--- config.mk ---
export PLATFORM = sky130hd
export DESIGN_NAME = ata_set_features_identify
export DESIGN_NICKNAME = d
export VERILOG_FILES = /design/src/logic/ata_sf_pkg.sv /design/src/logic/ata_set_features_identify.sv
export VERILOG_INCLUDE_DIRS = /design/src /design/src/logic
export SDC_FILE = /design/constraint.sdc
export NUM_CORES = 1
export LEC_CHECK = 0
export BUFFER_PORTS_ARGS = -buffer_cell sky130_fd_sc_hd__buf_2
export CORE_AREA = 2 2 135 137
export CTS_CLUSTER_DIAMETER = 150
export DETAILED_ROUTE_END_ITERATION = 16
export DIE_AREA = 0 0 137 139
export SLEW_MARGIN = 20
export SYNTH_ARGS = -nofsm -noshare
export SYNTH_HDL_FRONTEND = slang
export SYNTH_SLANG_ARGS = --single-unit
export TNS_END_PERCENT = 100
--- constraint.sdc ---
create_clock -name aclk -period 4.3 [get_ports aclk]
set_input_delay 1.29 -clock aclk [delete_from_list [all_inputs] [get_ports aclk]]
set_output_delay 1.29 -clock aclk [all_outputs]
set_load 0.005 [all_outputs]
--- src/logic/ata_sf_consts.svh ---
`ifndef ATA_SF_CONSTS_SVH
`define ATA_SF_CONSTS_SVH
// ----------------------------------------------------------------
// register byte offsets
// ----------------------------------------------------------------
`define OFS_TASKFILE   8'h00
`define OFS_STATUS     8'h04
`define OFS_FEATURES   8'h08
`define OFS_RST_RESULT 8'h0C
`define OFS_SECURITY   8'h10
`define OFS_ROTATION   8'h14
`define OFS_INTEGRITY  8'h18
`define OFS_ID_FEED    8'h1C
`define OFS_ID_CLEAR   8'h20
// ----------------------------------------------------------------
// command and feature codes
// ----------------------------------------------------------------
`define CMD_SET_FEAT   8'hEF
`define CMD_SEC_UNLOCK 8'hF2
`define CMD_SEC_ERASE  8'hF4
`define FT_8BIT_ON     8'h01
`define FT_WCACHE_ON   8'h02
`define FT_XFER_MODE   8'h03
`define FT_APM_ON      8'h05
`define FT_EPO_ON      8'h09
`define FT_RLA_OFF     8'h55
`define FT_KEEP_SET    8'h66
`define FT_NOP_A       8'h69
`define FT_8BIT_OFF    8'h81
`define FT_WCACHE_OFF  8'h82
`define FT_APM_OFF     8'h85
`define FT_EPO_OFF     8'h89
`define FT_NOP_B       8'h96
`define FT_NOP_C       8'h97
`define FT_RLA_ON      8'hAA
`define FT_POR_SET     8'hCC
// ----------------------------------------------------------------
// transfer types, identify, security and bus response constants
// ----------------------------------------------------------------
`define XT_DEFAULT     5'h00
`define XT_PIO_FC      5'h01
`define XT_MWDMA       5'h04
`define XT_UDMA        5'h08
`define XM_IORDY_OFF   3'h1
`define ROT_RATE       16'h0001
`define ID_SIGNATURE   8'hA5
`define SEC_TRIES      3'h5
`define RESP_OKAY      2'h0
`define RESP_SLVERR    2'h2
`endif

--- src/logic/ata_sf_pkg.sv ---
package ata_sf_pkg;
   typedef enum logic [1:0] {
      ST_IDLE  = 2'b00,
      ST_FLUSH = 2'b01
   } sf_state_e;

   typedef struct packed {
      logic [7:0] command;
      logic [7:0] feature;
      logic [7:0] count;
   } taskfile_s;

   typedef struct packed {
      logic       bus8;
      logic       wcache;
      logic       apm;
      logic       epo;
      logic       rla;
      logic       por_on_srst;
      logic [2:0] pio_mode;
      logic       iordy_off;
      logic       mwdma_sel;
      logic [2:0] mwdma_mode;
      logic       udma_sel;
      logic [2:0] udma_mode;
   } feat_s;
endpackage

--- src/logic/ata_set_features_identify.sv ---
// Local design decisions: the placing of the registers and register access over AXI4-Lite.
`include "ata_sf_consts.svh"

module ata_set_features_identify
(
   // clock and reset
   input  wire logic              aclk,
   input  wire logic              aresetn,
   // axi4-lite write address and data
   input  wire logic [7:0]        awaddr,
   input  wire logic              awvalid,
   output logic                   awready,
   input  wire logic [31:0]       wdata,
   input  wire logic [3:0]        wstrb,
   input  wire logic              wvalid,
   output logic                   wready,
   // axi4-lite write response
   output logic [1:0]             bresp,
   output logic                   bvalid,
   input  wire logic              bready,
   // axi4-lite read
   input  wire logic [7:0]        araddr,
   input  wire logic              arvalid,
   output logic                   arready,
   output logic [31:0]            rdata,
   output logic [1:0]             rresp,
   output logic                   rvalid,
   input  wire logic              rready,
   // reset straps, sampled at reset release
   input  wire logic              dasp_seen,
   input  wire logic              pdiag_seen,
   input  wire logic              diag_passed,
   input  wire logic [1:0]        devnum_method,
   input  wire logic              cblid_high,
   // drive events
   input  wire logic              soft_reset,
   input  wire logic              unlock_failed,
   input  wire logic              flush_done,
   // drive controls
   output logic                   flush_req,
   output logic                   cmd_abort,
   output ata_sf_pkg::feat_s      feat
);
   import ata_sf_pkg::*;

   // ----------------------------------------------------------------
   // helpers
   // ----------------------------------------------------------------
   function automatic logic [31:0] merge(input logic [31:0] old,
                                         input logic [31:0] nw,
                                         input logic [3:0]  be);
      logic [31:0] r;
      r = old;
      for (int i = 0; i < 4; i++)
      begin
         if (be[i])
            r[i*8 +: 8] = nw[i*8 +: 8];
      end
      return r;
   endfunction

   function automatic feat_s por_defaults();
      feat_s f;
      f = '0;
      return f;
   endfunction

   // ----------------------------------------------------------------
   // bus write side
   // ----------------------------------------------------------------
   logic        aw_full;
   logic        w_full;
   logic [7:0]  aw_addr;
   logic [31:0] w_data;
   logic [3:0]  w_be;
   logic        wr_go;
   logic        wr_ok;
   sf_state_e   state;
   taskfile_s   tf;
   logic        exec;
   logic [31:0] tf_word;

   assign awready = !aw_full;
   assign wready  = !w_full;
   assign wr_go   = aw_full && w_full && !bvalid;
   assign tf_word = merge(32'h0000_0000, w_data, w_be);
   assign tf      = {tf_word[7:0], tf_word[15:8], tf_word[23:16]};
   // a new command while a flush is pending is refused
   assign exec    = wr_go && aw_addr == `OFS_TASKFILE
                    && state == ST_IDLE;

   always_comb
   begin
      unique case (aw_addr)
         `OFS_TASKFILE: wr_ok = state == ST_IDLE;
         `OFS_SECURITY, `OFS_ID_FEED, `OFS_ID_CLEAR: wr_ok = 1'b1;
         default:       wr_ok = 1'b0;
      endcase
   end

   always_ff @(posedge aclk)
   begin
      if (!aresetn)
      begin
         aw_full <= 1'b0;
         w_full  <= 1'b0;
         aw_addr <= 8'h00;
         w_data  <= 32'h0000_0000;
         w_be    <= 4'h0;
         bvalid  <= 1'b0;
         bresp   <= `RESP_OKAY;
      end
      else
      begin
         if (awvalid && awready)
         begin
            aw_full <= 1'b1;
            aw_addr <= awaddr;
         end
         if (wvalid && wready)
         begin
            w_full <= 1'b1;
            w_data <= wdata;
            w_be   <= wstrb;
         end
         if (wr_go)
         begin
            aw_full <= 1'b0;
            w_full  <= 1'b0;
            bvalid  <= 1'b1;
            bresp   <= wr_ok ? `RESP_OKAY : `RESP_SLVERR;
         end
         else if (bvalid && bready)
            bvalid <= 1'b0;
      end
   end

   // ----------------------------------------------------------------
   // set features decode
   // ----------------------------------------------------------------
   logic [4:0] xtype;
   logic [2:0] xmode;
   logic       is_sf;
   logic       sec_expired;
   logic       sec_abort;

   assign xtype     = tf.count[7:3];
   assign xmode     = tf.count[2:0];
   assign is_sf     = tf.command == `CMD_SET_FEAT;
   assign sec_abort = sec_expired && (tf.command == `CMD_SEC_UNLOCK
                      || tf.command == `CMD_SEC_ERASE);

   always_ff @(posedge aclk)
   begin
      if (!aresetn)
         feat <= por_defaults();
      else if (exec && is_sf)
      begin
         unique case (tf.feature)
            `FT_8BIT_ON:    feat.bus8 <= 1'b1;
            `FT_8BIT_OFF:   feat.bus8 <= 1'b0;
            `FT_WCACHE_ON:  feat.wcache <= 1'b1;
            `FT_WCACHE_OFF: feat.wcache <= 1'b0;
            `FT_APM_ON:     feat.apm <= 1'b1;
            `FT_APM_OFF:    feat.apm <= 1'b0;
            `FT_EPO_ON:     feat.epo <= 1'b1;
            `FT_EPO_OFF:    feat.epo <= 1'b0;
            `FT_RLA_ON:     feat.rla <= 1'b1;
            `FT_RLA_OFF:    feat.rla <= 1'b0;
            `FT_POR_SET:    feat.por_on_srst <= 1'b0;
            `FT_KEEP_SET:   feat.por_on_srst <= 1'b1;
            `FT_XFER_MODE:
            begin
               // only pio modes touch pio_mode, so one stays chosen
               unique case (xtype)
                  `XT_DEFAULT:
                  begin
                     if (xmode <= `XM_IORDY_OFF)
                     begin
                        feat.pio_mode  <= 3'h0;
                        feat.iordy_off <= xmode[0];
                     end
                  end
                  `XT_PIO_FC:
                  begin
                     feat.pio_mode  <= xmode;
                     feat.iordy_off <= 1'b0;
                  end
                  `XT_MWDMA:
                  begin
                     feat.mwdma_sel  <= 1'b1;
                     feat.mwdma_mode <= xmode;
                     feat.udma_sel   <= 1'b0;
                  end
                  `XT_UDMA:
                  begin
                     feat.udma_sel   <= 1'b1;
                     feat.udma_mode  <= xmode;
                     feat.mwdma_sel  <= 1'b0;
                  end
                  default: ;
               endcase
            end
            default: ;
         endcase
      end
      // inverted flag: zero after power-on means defaults return
      else if (soft_reset && !feat.por_on_srst)
         feat <= por_defaults();
   end

   // ----------------------------------------------------------------
   // command status and cache flush
   // ----------------------------------------------------------------
   logic known_ft;
   logic bad_ft;

   always_comb
   begin
      unique case (tf.feature)
         `FT_8BIT_ON, `FT_WCACHE_ON, `FT_APM_ON, `FT_EPO_ON,
         `FT_RLA_OFF, `FT_KEEP_SET, `FT_NOP_A, `FT_8BIT_OFF,
         `FT_WCACHE_OFF, `FT_APM_OFF, `FT_EPO_OFF, `FT_NOP_B,
         `FT_NOP_C, `FT_RLA_ON, `FT_POR_SET: known_ft = 1'b1;
         `FT_XFER_MODE:
            known_ft = xtype == `XT_PIO_FC || xtype == `XT_MWDMA
                       || xtype == `XT_UDMA
                       || (xtype == `XT_DEFAULT
                           && xmode <= `XM_IORDY_OFF);
         default: known_ft = 1'b0;
      endcase
   end

   // non set-features commands other than security pass untouched
   assign bad_ft = (is_sf && !known_ft) || sec_abort;

   always_ff @(posedge aclk)
   begin
      if (!aresetn)
         cmd_abort <= 1'b0;
      else if (exec)
         cmd_abort <= bad_ft;
   end

   always_ff @(posedge aclk)
   begin
      if (!aresetn)
      begin
         state     <= ST_IDLE;
         flush_req <= 1'b0;
      end
      else
      begin
         unique case (state)
            ST_IDLE:
               if (exec && is_sf && tf.feature == `FT_WCACHE_OFF)
               begin
                  // completion waits on the flush to non-volatile media
                  state     <= ST_FLUSH;
                  flush_req <= 1'b1;
               end
            ST_FLUSH:
               if (flush_done)
               begin
                  state     <= ST_IDLE;
                  flush_req <= 1'b0;
               end
            default:
               state <= ST_IDLE;
         endcase
      end
   end

   // ----------------------------------------------------------------
   // reset result straps and security
   // ----------------------------------------------------------------
   logic        rst_seen;
   logic [15:0] rr_word;
   logic [15:0] sec_cfg;
   logic [2:0]  tries_left;
   logic [31:0] sec_word;

   assign sec_word = merge({16'h0000, sec_cfg}, w_data, w_be);

   always_ff @(posedge aclk)
   begin
      if (!aresetn)
      begin
         rst_seen <= 1'b0;
         rr_word  <= 16'h0000;
      end
      else if (!rst_seen)
      begin
         // straps are caught once, in the first cycle after release
         rst_seen <= 1'b1;
         rr_word  <= {1'b0, 1'b1, cblid_high, 5'h00, 1'b0, 1'b0,
                      dasp_seen, pdiag_seen,
                      diag_passed,
                      devnum_method,
                      1'b1};
      end
   end

   always_ff @(posedge aclk)
   begin
      if (!aresetn)
         sec_cfg <= 16'h0000;
      else if (wr_go && aw_addr == `OFS_SECURITY)
         sec_cfg <= sec_word[15:0];
   end

   // only a hard reset brings the attempt count back
   always_ff @(posedge aclk)
   begin
      if (!aresetn)
         tries_left <= `SEC_TRIES;
      else if (unlock_failed && tries_left != 3'h0)
         tries_left <= tries_left - 3'h1;
   end

   assign sec_expired = tries_left == 3'h0;

   // ----------------------------------------------------------------
   // identify checksum accumulator
   // ----------------------------------------------------------------
   logic [7:0] id_sum;
   logic [7:0] id_chk;

   always_ff @(posedge aclk)
   begin
      if (!aresetn)
         id_sum <= 8'h00;
      else if (wr_go && aw_addr == `OFS_ID_CLEAR)
         id_sum <= 8'h00;
      else if (wr_go && aw_addr == `OFS_ID_FEED)
         id_sum <= id_sum + w_data[7:0] + w_data[15:8];
   end

   assign id_chk = 8'h00 - (id_sum + `ID_SIGNATURE);

   // ----------------------------------------------------------------
   // bus read side
   // ----------------------------------------------------------------
   always_ff @(posedge aclk)
   begin
      if (!aresetn)
      begin
         rvalid <= 1'b0;
         rdata  <= 32'h0000_0000;
         rresp  <= `RESP_OKAY;
      end
      else if (arvalid && arready)
      begin
         rvalid <= 1'b1;
         rresp  <= `RESP_OKAY;
         unique case (araddr)
            `OFS_TASKFILE:   rdata <= 32'h0000_0000;
            `OFS_STATUS:     rdata <= {30'h0, cmd_abort, flush_req};
            `OFS_FEATURES:   rdata <= {14'h0000, feat};
            `OFS_RST_RESULT: rdata <= {16'h0000, rr_word};
            `OFS_SECURITY:   rdata <= {23'h0, sec_cfg[8],
                                       2'b00, sec_cfg[5],
                                       sec_expired,
                                       sec_cfg[3:0]};
            `OFS_ROTATION:   rdata <= {16'h0000, `ROT_RATE};
            `OFS_INTEGRITY:  rdata <= {16'h0000, id_chk,
                                       `ID_SIGNATURE};
            default:
            begin
               rdata <= 32'h0000_0000;
               rresp <= `RESP_SLVERR;
            end
         endcase
      end
      else if (rvalid && rready)
         rvalid <= 1'b0;
   end

   assign arready = !rvalid;
endmodule

==> impl_metrics.yaml, run 1 <==
power_and_ir_drop:
  vdd_drop_max_mv: 0.202
  power_density_nw_per_um2: 331
  p_int_mw: 1.48
  swShare_pct: 26.7
  p_comb_share_pct: 10.3
  switching_power_uw: 539
  power_frac_seq_pct: 51.5
  finalPower_mw: 2.02
  pwr-share-clk_pct: 38.2
  p_leak_nw: 2.54
critical_path:
  end_kind: "flop"
  r2r-end: "id_sum[7]"
  r2r_slack_ps: 1180
  r2r-start: "w_data[9]"
  crit_path_start: "w_data[9]"
  start_kind: "flop"
  worstPathRequired_ps: 4540
  endpoint: "id_sum[7]"
  reg2reg_depth: 10
  cp_max_fo: 10
  worst-setup-path-type: "flop to flop"
  critPathArrivalTime_ps: 3360
global_route:
  grt_pass1_wl_um: 22600
  busiest_layer: "met2"
  met3_usage_pct: 4.17
  grt_pass1_vias: 4103
  grt_max_degree: 28
  antenna_found_initial: 0
  track_usage_pct: 15.1
  use_met1_pct: 22.1
  grt-ovfl-total: 0
  grtUsageMet2_pct: 22.2
clock_network:
  root_buffer: "clkbuf_16"
  clkTransAtPathRegs_ps: 70
  clock_latency_ps: 350
  cts_sinks: 104
  post_cts_buffers: 0
  cts.hold.buffers_added: 0
  cts_tree: "built"
  cts_buffer_depth: 2
  cts_max_level: 3
  cts_resized: 0
  cts_buffers: 9
final_layout:
  register_area_um2: 2080
  drive_gt1_share_pct: 19.2
  multi_input_area_um2: 2820
  fillCellCount: 1890
  instances_no_fill: 948
  antenna_cells: 0
  finish.instance_area_um2: 6080
  area_growth_pct: 17.7
  layout.nets: 799
placed_design:
  dpl.hpwl_um: 10900
  dp_cells: 932
  dpl_cell_area_um2: 5810
  place.gp.congestion: 0.855
  io_buffer_count: 103
outcome:
  outcome: "finished clean"
routing:
  post_drt_wl_per_cell_um: 15.1
  dr.pass1.iters: 4
  vias: 4563
  avgViaCountPerCell: 4.81
  drc: 0
  postRouteAntennaNets: 0
  drtIter0Drc: 299
  wl_um: 14400
floorplan:
  initial_utilization_pct: 29.3
  io_pins: 129
  dieArea_um2: 19000
  fp-row-count: 49
  die_y_um: 139
  coreArea_um2: 17700
  fp.dieW_um: 137
worst_hold_path:
  hold_depth: 2
  worstHoldPathType: "flop to flop"
  min_from: "rdata[6]"
sta:
  maxSlewViolCount: 0
  final.period_utilization_pct: 72.5
  hold_ws_ps: 454
  finalSetupViolCount: 0
  relSlewSlack_pct: 38.4
  fmaxAchievable_mhz: 321
  fin_skew_ps: 12.0
  worst_slew_pin_slew_ps: 922
  rsz0062_at_grt: "no"
  fin_setup_tns_ps: 0
  hold_viol_final: 0
  period_needed_ps: 3120
flow_run:
  cap_violations: 0
yosys:
  synth-adder-area-share_pct: 5.28
  ys.warnings.count: 0
  synth-simple-area-share_pct: 25.8
  muxShareOfSynthArea_pct: 5.38
  synth_cell_type_count: 67
  synthArstFlopShare_pct: 0
  yosys.area_share.xor_xnor_pct: 2.03
  ys_seq_area_share_pct: 40.3
  synth-edff-count: 0
  synth_compound_area_share_pct: 14.7
  netlist_area_um2: 5170
  synth_top_family_by_area: "simple AND/OR/NAND/NOR gates"
  synth_ff_type: "dfxtp_1"
  syn_inst: 628
  postSynthAreaPerCell_um2: 8.23
  ys_ff_latch: 104
-- metal layers --
| layer | up-vias | routed length [µm] |
|---|---|---|
| met4 | 0 | 129 |
| met1 | 2095 | 6910 |
| li1 | 2317 | - |
| met2 | 140 | 6310 |
| met3 | 11 | 1010 |
| met5 | - | 0 |
-- placed cells by master (no fill, tap or decap), types with 4 or more instances in the layout --
cell / count
mux2i_1: 24
nor4_1: 4
nor2_1: 58
and2_1: 4
buf_2: 103
a21oi_1: 62
or4_1: 4
and3_1: 6
or3_1: 5
xnor2_1: 10
dfxtp_1: 104
conb_1: 16
a211oi_1: 8
buf_4: 4
fa_1: 8
ha_1: 9
and3b_1: 4
o21ai_0: 21
o21a_1: 4
nand2_1: 111
nor2b_1: 9
clkbuf_16: 9
nand4_1: 6
nand3_1: 23
nor3_1: 11
inv_1: 21
-- state kept, by name (all words and copies together), names as in the netlist --
name,cells
aw_addr,8
aw_full,1
bresp,1
bvalid,1
cmd_abort,1
feat,18
flush_req,1
id_sum,8
rdata,18
rr_word,7
rresp,1
rst_seen,1
rvalid,1
sec_cfg,6
tries_left,3
w_be,3
w_data,24
w_full,1
-- layout make-up --
class | count | share of cell area [%]
multi-input cells | 470 | 46.3
inverters | 22 | 1.36
well taps | 229 | 4.71
clock inverters | 6 | 0.699
flip-flops and latches | 104 | 34.2
repair buffers | 107 | 8.97
clock buffers | 10 | 3.76
-- logic make-up after synthesis --
logic type,Yosys count
flip-flops,104
XOR/XNOR,12
other,1
AO/OA/AOI/OAI,127
multiplexers,27
buffers and inverters,69
AND/OR/NAND/NOR,271
adder cells (fa/ha/maj),17
-- power by group through the flow --
stage	clock, mW	combinational [mW]	sequential, mW
finish	0.770	0.207	1.04
global route	0.834	0.239	1.04
CTS	0.789	0.208	1.04
detailed placement	0	0.207	1.06
global placement	0	0.205	1.06
floorplan	0	0.159	1.04
-- per-stage QoR --
stage | util (%) | setup slack [ps]
CTS | 34.4 | 1210
global placement | 32.9 | 1200
floorplan | - | 1480
global route | 34.5 | 1030
finish | 34.5 | 1180
detailed placement | 32.9 | 1150
-- worst min path at each step --
stage	slack, ps	end
finish	450	rdata[6]
global route	470	rdata[5]
CTS	460	rdata[17]
detailed placement	450	rdata[17]
global placement	440	rdata[6]
floorplan	440	w_data[16]
-- cells in the mapped netlist, types with 6 or more instances --
master    count  area [µm²]
a211oi_1      8        60.1
nand2_1     111         417
nand4_1       6        37.5
nor2_1       58         218
ha_1          9         113
mux2i_1      24         240
and3_1        6        37.5
fa_1          8         160
nand3_1      23         115
nor3_1       11        55.1
inv_1        22        82.6
buf_4        17         128
dfxtp_1     104        2080
clkbuf_1     23        86.3
a21oi_1      62         310
xnor2_1      10        87.6
o21ai_0      21         105
nor2b_1      10        62.6
-- critical path, stage by stage, from the launching register on --
cell and delay [ps]:
dfxtp_1 590, fa_1 500, ha_1 240, inv_1 70
fa_1 200, nor2b_1 70, o31a_1 250, o21a_1 180
or4_1 480, o21a_1 140, mux2_4 290
Note: power is estimated with default switching activity, not from simulation.
==> run 2: changes to the inputs <==
Clock period 4.3 ns to 3.13 ns, I/O delays scaled along.
==> impl_metrics.yaml, run 2 (synthesis results as in run 1) <==
outcome:
  outcome: "finished clean"
critical_path:
  worstPathCellList: "fa_1, ha_1, inv_1, fa_1, nor2b_1, o31a_1, o21a_1, or4_1, o21a_1, mux2_4"
  start_kind: "flop"
  worstPathRequired_ps: 3370
  crit_path_top_delay_cell: "or4_1"
  r2r_slack_ps: 160
  critPathArrivalTime_ps: 3210
  worst-setup-path-type: "flop to flop"
  end_kind: "flop"
  crit_buf_inv: 1
  critPathMaxStageDelay_ps: 470
  cp_max_fo: 5
  critical_path.top_delay_family: "adder cells"
final_layout:
  final_common_cell: "nand2_1"
  largest_reg_flops: 24
  largestRegisters: "w_data (24), feat (18), rdata (18)"
  drive_gt1_share_pct: 20.5
  fillCellCount: 1903
  layout_common_cells: "nand2_1 (111), dfxtp_1 (104), buf_2 (103)"
  area_growth_pct: 19.5
  layout.nets: 811
  top_register: "w_data"
  antenna_cells: 0
placed_design:
  place.gp.congestion: 0.867
  io_buffer_count: 103
  pre_cts_ws_ps: 211
  dpl.hpwl_um: 11200
global_route:
  grt_max_degree: 35
  grt-ovfl-total: 0
  grt_pass1_vias: 4273
  antenna_found_initial: 0
  track_usage_pct: 15.5
  grt_pass1_wl_um: 23200
power_and_ir_drop:
  p_comb_share_pct: 11.2
  p_leak_nw: 2.60
  switching_power_uw: 749
  p_int_mw: 2.04
  power_density_nw_per_um2: 452
  pwr-share-clk_pct: 38.2
  vdd_drop_max_mv: 0.327
  power_frac_seq_pct: 50.6
  swShare_pct: 26.8
clock_network:
  root_buffer: "clkbuf_16"
  cts_buffer_depth: 2
  cts_buffers: 9
  cts_resized: 0
  clock_latency_ps: 350
  cts_max_level: 3
  cts_sinks: 104
  clkTransAtPathRegs_ps: 70
  cts.hold.buffers_added: 0
  cts_tree: "built"
  post_cts_buffers: 0
routing:
  drtIter0Drc: 316
  drc: 0
  postRouteAntennaNets: 0
  wl_um: 14500
  post_drt_wl_per_cell_um: 15.1
  avgViaCountPerCell: 4.93
  vias: 4728
  dr.pass1.iters: 5
sta:
  relSlewSlack_pct: 51.1
  finalSetupViolCount: 0
  maxSlewViolCount: 0
  period_needed_ps: 2970
  final.period_utilization_pct: 94.8
  fin_skew_ps: 11.9
  fmaxAchievable_mhz: 337
  hold_viol_final: 0
  timing.final.ws_setup_ps: 162
  rsz0062_at_grt: "no"
  fin_setup_tns_ps: 0
  worst_slew_pin_slew_ps: 728
floorplan:
  die_y_um: 139
  coreArea_um2: 17700
  io_pins: 129
  fp.dieW_um: 137
  dieArea_um2: 19000
  fp-row-count: 49
  initial_utilization_pct: 29.3
worst_hold_path:
  worstHoldPathType: "flop to flop"
flow_run:
  cap_violations: 0
run 2: cell types whose count changed in the layout (fill, tap and decap cells not counted), sizes merged:
cell,previous run,this run
clkbuf,10,9
buf,107,119
run 2: path summary, 6_finish.rpt:
path | from | cells after the start | endpoint
worst max-delay path | w_data[1] | 10 | id_sum[7]
worst min-delay path | rdata[2] | 2 | rdata[2]
worst max register to register | w_data[1] | 10 | id_sum[7]
worst min register to register | rdata[2] | 2 | rdata[2]
run 2: cell type report:
| cell class | instances | area (µm²) | area share, % |
|---|---|---|---|
| clock buffers | 9 | 225 | 3.65 |
| flip-flops and latches | 104 | 2080 | 33.7 |
| clock inverters | 6 | 52.6 | 0.851 |
| multi-input cells | 470 | 2810 | 45.5 |
| repair buffers | 119 | 636 | 10.3 |
| well taps | 229 | 287 | 4.64 |
| inverters | 22 | 82.6 | 1.34 |
run 2: metrics by stage:
step	hold slack, ps	utilization [%]	std cells	area [µm²]	power [mW]
floorplan	437	-	643	5220	1.65
global placement	443	33.4	944	5900	1.75
detailed placement	443	33.4	944	5900	1.76
CTS	453	35.0	959	6180	2.82
global route	468	35.0	959	6180	2.93
finish	451	35.0	959	6180	2.79
run 2: power groups by stage:
stage | Combinational, mW | Sequential (mW) | Clock, mW
2_1_floorplan | 0.219 | 1.43 | 0
3_3_place_gp | 0.309 | 1.44 | 0
3_5_place_dp | 0.313 | 1.44 | 0
4_1_cts | 0.314 | 1.41 | 1.09
5_1_grt | 0.356 | 1.42 | 1.15
6_report | 0.312 | 1.41 | 1.07
run 2: routing by layer:
| metal | part of all wire, % | GRT usage, % |
|---|---|---|
| met3 | 9.0 | 4.50 |
| met2 | 43 | 23.1 |
| met4 | 1.0 | 3.04 |
| met5 | 0 | 0 |
| met1 | 47 | 22.3 |
run 2: tightest hold or removal path: stages (launching register included):
cell and delay [ps]:
dfxtp_1 310, nand2_1 50, a21oi_1 50
==> run 3: changes to the inputs <==
Settings changed: CTS_BUF_LIST set to sky130_fd_sc_hd__clkbuf_8.
==> impl_metrics.yaml, run 3 (synthesis results as in run 1) <==
outcome:
  outcome: "finished clean"
critical_path:
  r2r_slack_ps: 210
  worstPathRequired_ps: 3410
  start_kind: "flop"
  crit_path_top_delay_cell: "fa_1"
  end_kind: "flop"
  critPathMaxStageDelay_ps: 480
  critical_path.top_delay_family: "adder cells"
  worstPathCellList: "fa_1, ha_1, inv_1, fa_1, nor2b_1, o31a_1, o21a_1, or4_1, o21a_1, mux2_4"
  crit_buf_inv: 1
  cp_max_fo: 5
  worst-setup-path-type: "flop to flop"
  critPathArrivalTime_ps: 3200
sta:
  fmaxAchievable_mhz: 343
  rsz0062_at_grt: "no"
  worst_slew_pin_slew_ps: 720
  fin_skew_ps: 18.9
  final.period_utilization_pct: 93.2
  period_needed_ps: 2920
  fin_setup_tns_ps: 0
  finalSetupViolCount: 0
  maxSlewViolCount: 0
  hold_viol_final: 0
  relSlewSlack_pct: 51.7
final_layout:
  fillCellCount: 1903
  layout.nets: 811
  largestRegisters: "w_data (24), feat (18), rdata (18)"
  largest_reg_flops: 24
  layout_common_cells: "nand2_1 (111), dfxtp_1 (103), buf_2 (103)"
  antenna_cells: 0
  final_common_cell: "nand2_1"
  area_growth_pct: 17.6
  top_register: "w_data"
  drive_gt1_share_pct: 20.7
global_route:
  grt_pass1_wl_um: 23200
  busiest_layer: "met2"
  met3_usage_pct: 5.19
  grtUsageMet2_pct: 23.0
  grt_max_degree: 35
  use_met1_pct: 22.2
  grt-ovfl-total: 0
  track_usage_pct: 15.6
  antenna_found_initial: 0
  grt_pass1_vias: 4266
power_and_ir_drop:
  power_density_nw_per_um2: 413
  vdd_drop_max_mv: 0.221
  finalPower_mw: 2.51
  p_leak_nw: 2.55
routing:
  dr.pass1.iters: 5
  post_drt_wl_per_cell_um: 15.1
  vias: 4664
  drtIter0Drc: 333
  wl_um: 14500
  avgViaCountPerCell: 4.86
  postRouteAntennaNets: 0
  drc: 0
clock_network:
  cts_max_level: 3
  root_buffer: "clkbuf_8"
  cts_tree: "built"
  cts_resized: 0
  cts.hold.buffers_added: 0
  post_cts_buffers: 0
  cts_buffers: 9
  clkTransAtPathRegs_ps: 100
  cts_sinks: 104
  clock_latency_ps: 390
  cts_buffer_depth: 2
placed_design:
  place.gp.congestion: 0.867
  io_buffer_count: 103
  dpl.hpwl_um: 11200
flow_run:
  cap_violations: 0
worst_hold_path:
  worstHoldPathType: "flop to flop"
floorplan:
  io_pins: 129
  die_y_um: 139
  fp-row-count: 49
  coreArea_um2: 17700
  dieArea_um2: 19000
  initial_utilization_pct: 29.3
  fp.dieW_um: 137
[run 3: cell counts in the layout (fill, tap and decap cells not counted)]
No cell type changed its count.
[run 3: cell type report]
| type | count | area (µm²) | share of cell area (%) |
|---|---|---|---|
| clock buffer | 9 | 124 | 2.04 |
| clock inverter | 6 | 52.6 | 0.865 |
| inverter | 22 | 82.6 | 1.36 |
| multi-input combinational | 470 | 2810 | 46.3 |
| sequential | 104 | 2080 | 34.3 |
| tap | 229 | 287 | 4.72 |
| timing repair buffer | 119 | 636 | 10.5 |
[run 3: final timing paths]
check,from,to,cells after the start
setup reg to reg,w_data[1],id_sum[7],10
setup / recovery,w_data[1],id_sum[7],10
hold / removal,rdata[2],rdata[2],2
hold reg to reg,rdata[2],rdata[2],2
[run 3: through the flow]
stage | util (%) | hold slack [ps] | instances | setup slack, ps | area (µm²)
after global routing | 34.4 | 473 | 959 | 65.8 | 6080
final | 34.4 | 456 | 959 | 214 | 6080
after CTS | 34.4 | 458 | 959 | 176 | 6070
after floorplan | - | 437 | 643 | 324 | 5220
after global placement | 33.4 | 443 | 944 | 274 | 5900
after detailed placement | 33.4 | 443 | 944 | 211 | 5900
[run 3: power by group]
group	switching, mW	leakage (nW)	total (mW)	internal (mW)
combinational	0.181	1.62	0.312	0.131
clock	0.491	0.0838	0.786	0.296
sequential	0.0468	0.848	1.41	1.37
[run 3: per-layer routing]
layer,up-vias,share of wire (%)
met5,-,0
met4,0,0.89
met3,15,7.5
met2,149,43
met1,2162,48
li1,2338,-
[run 3: worst min-delay path: cells and delay by family, from the launching register on]
kind | cells | cell delay [ps]
DFF | 1 | 320
AOI/OAI and AO/OA | 1 | 50
and+or+nand+nor | 1 | 50
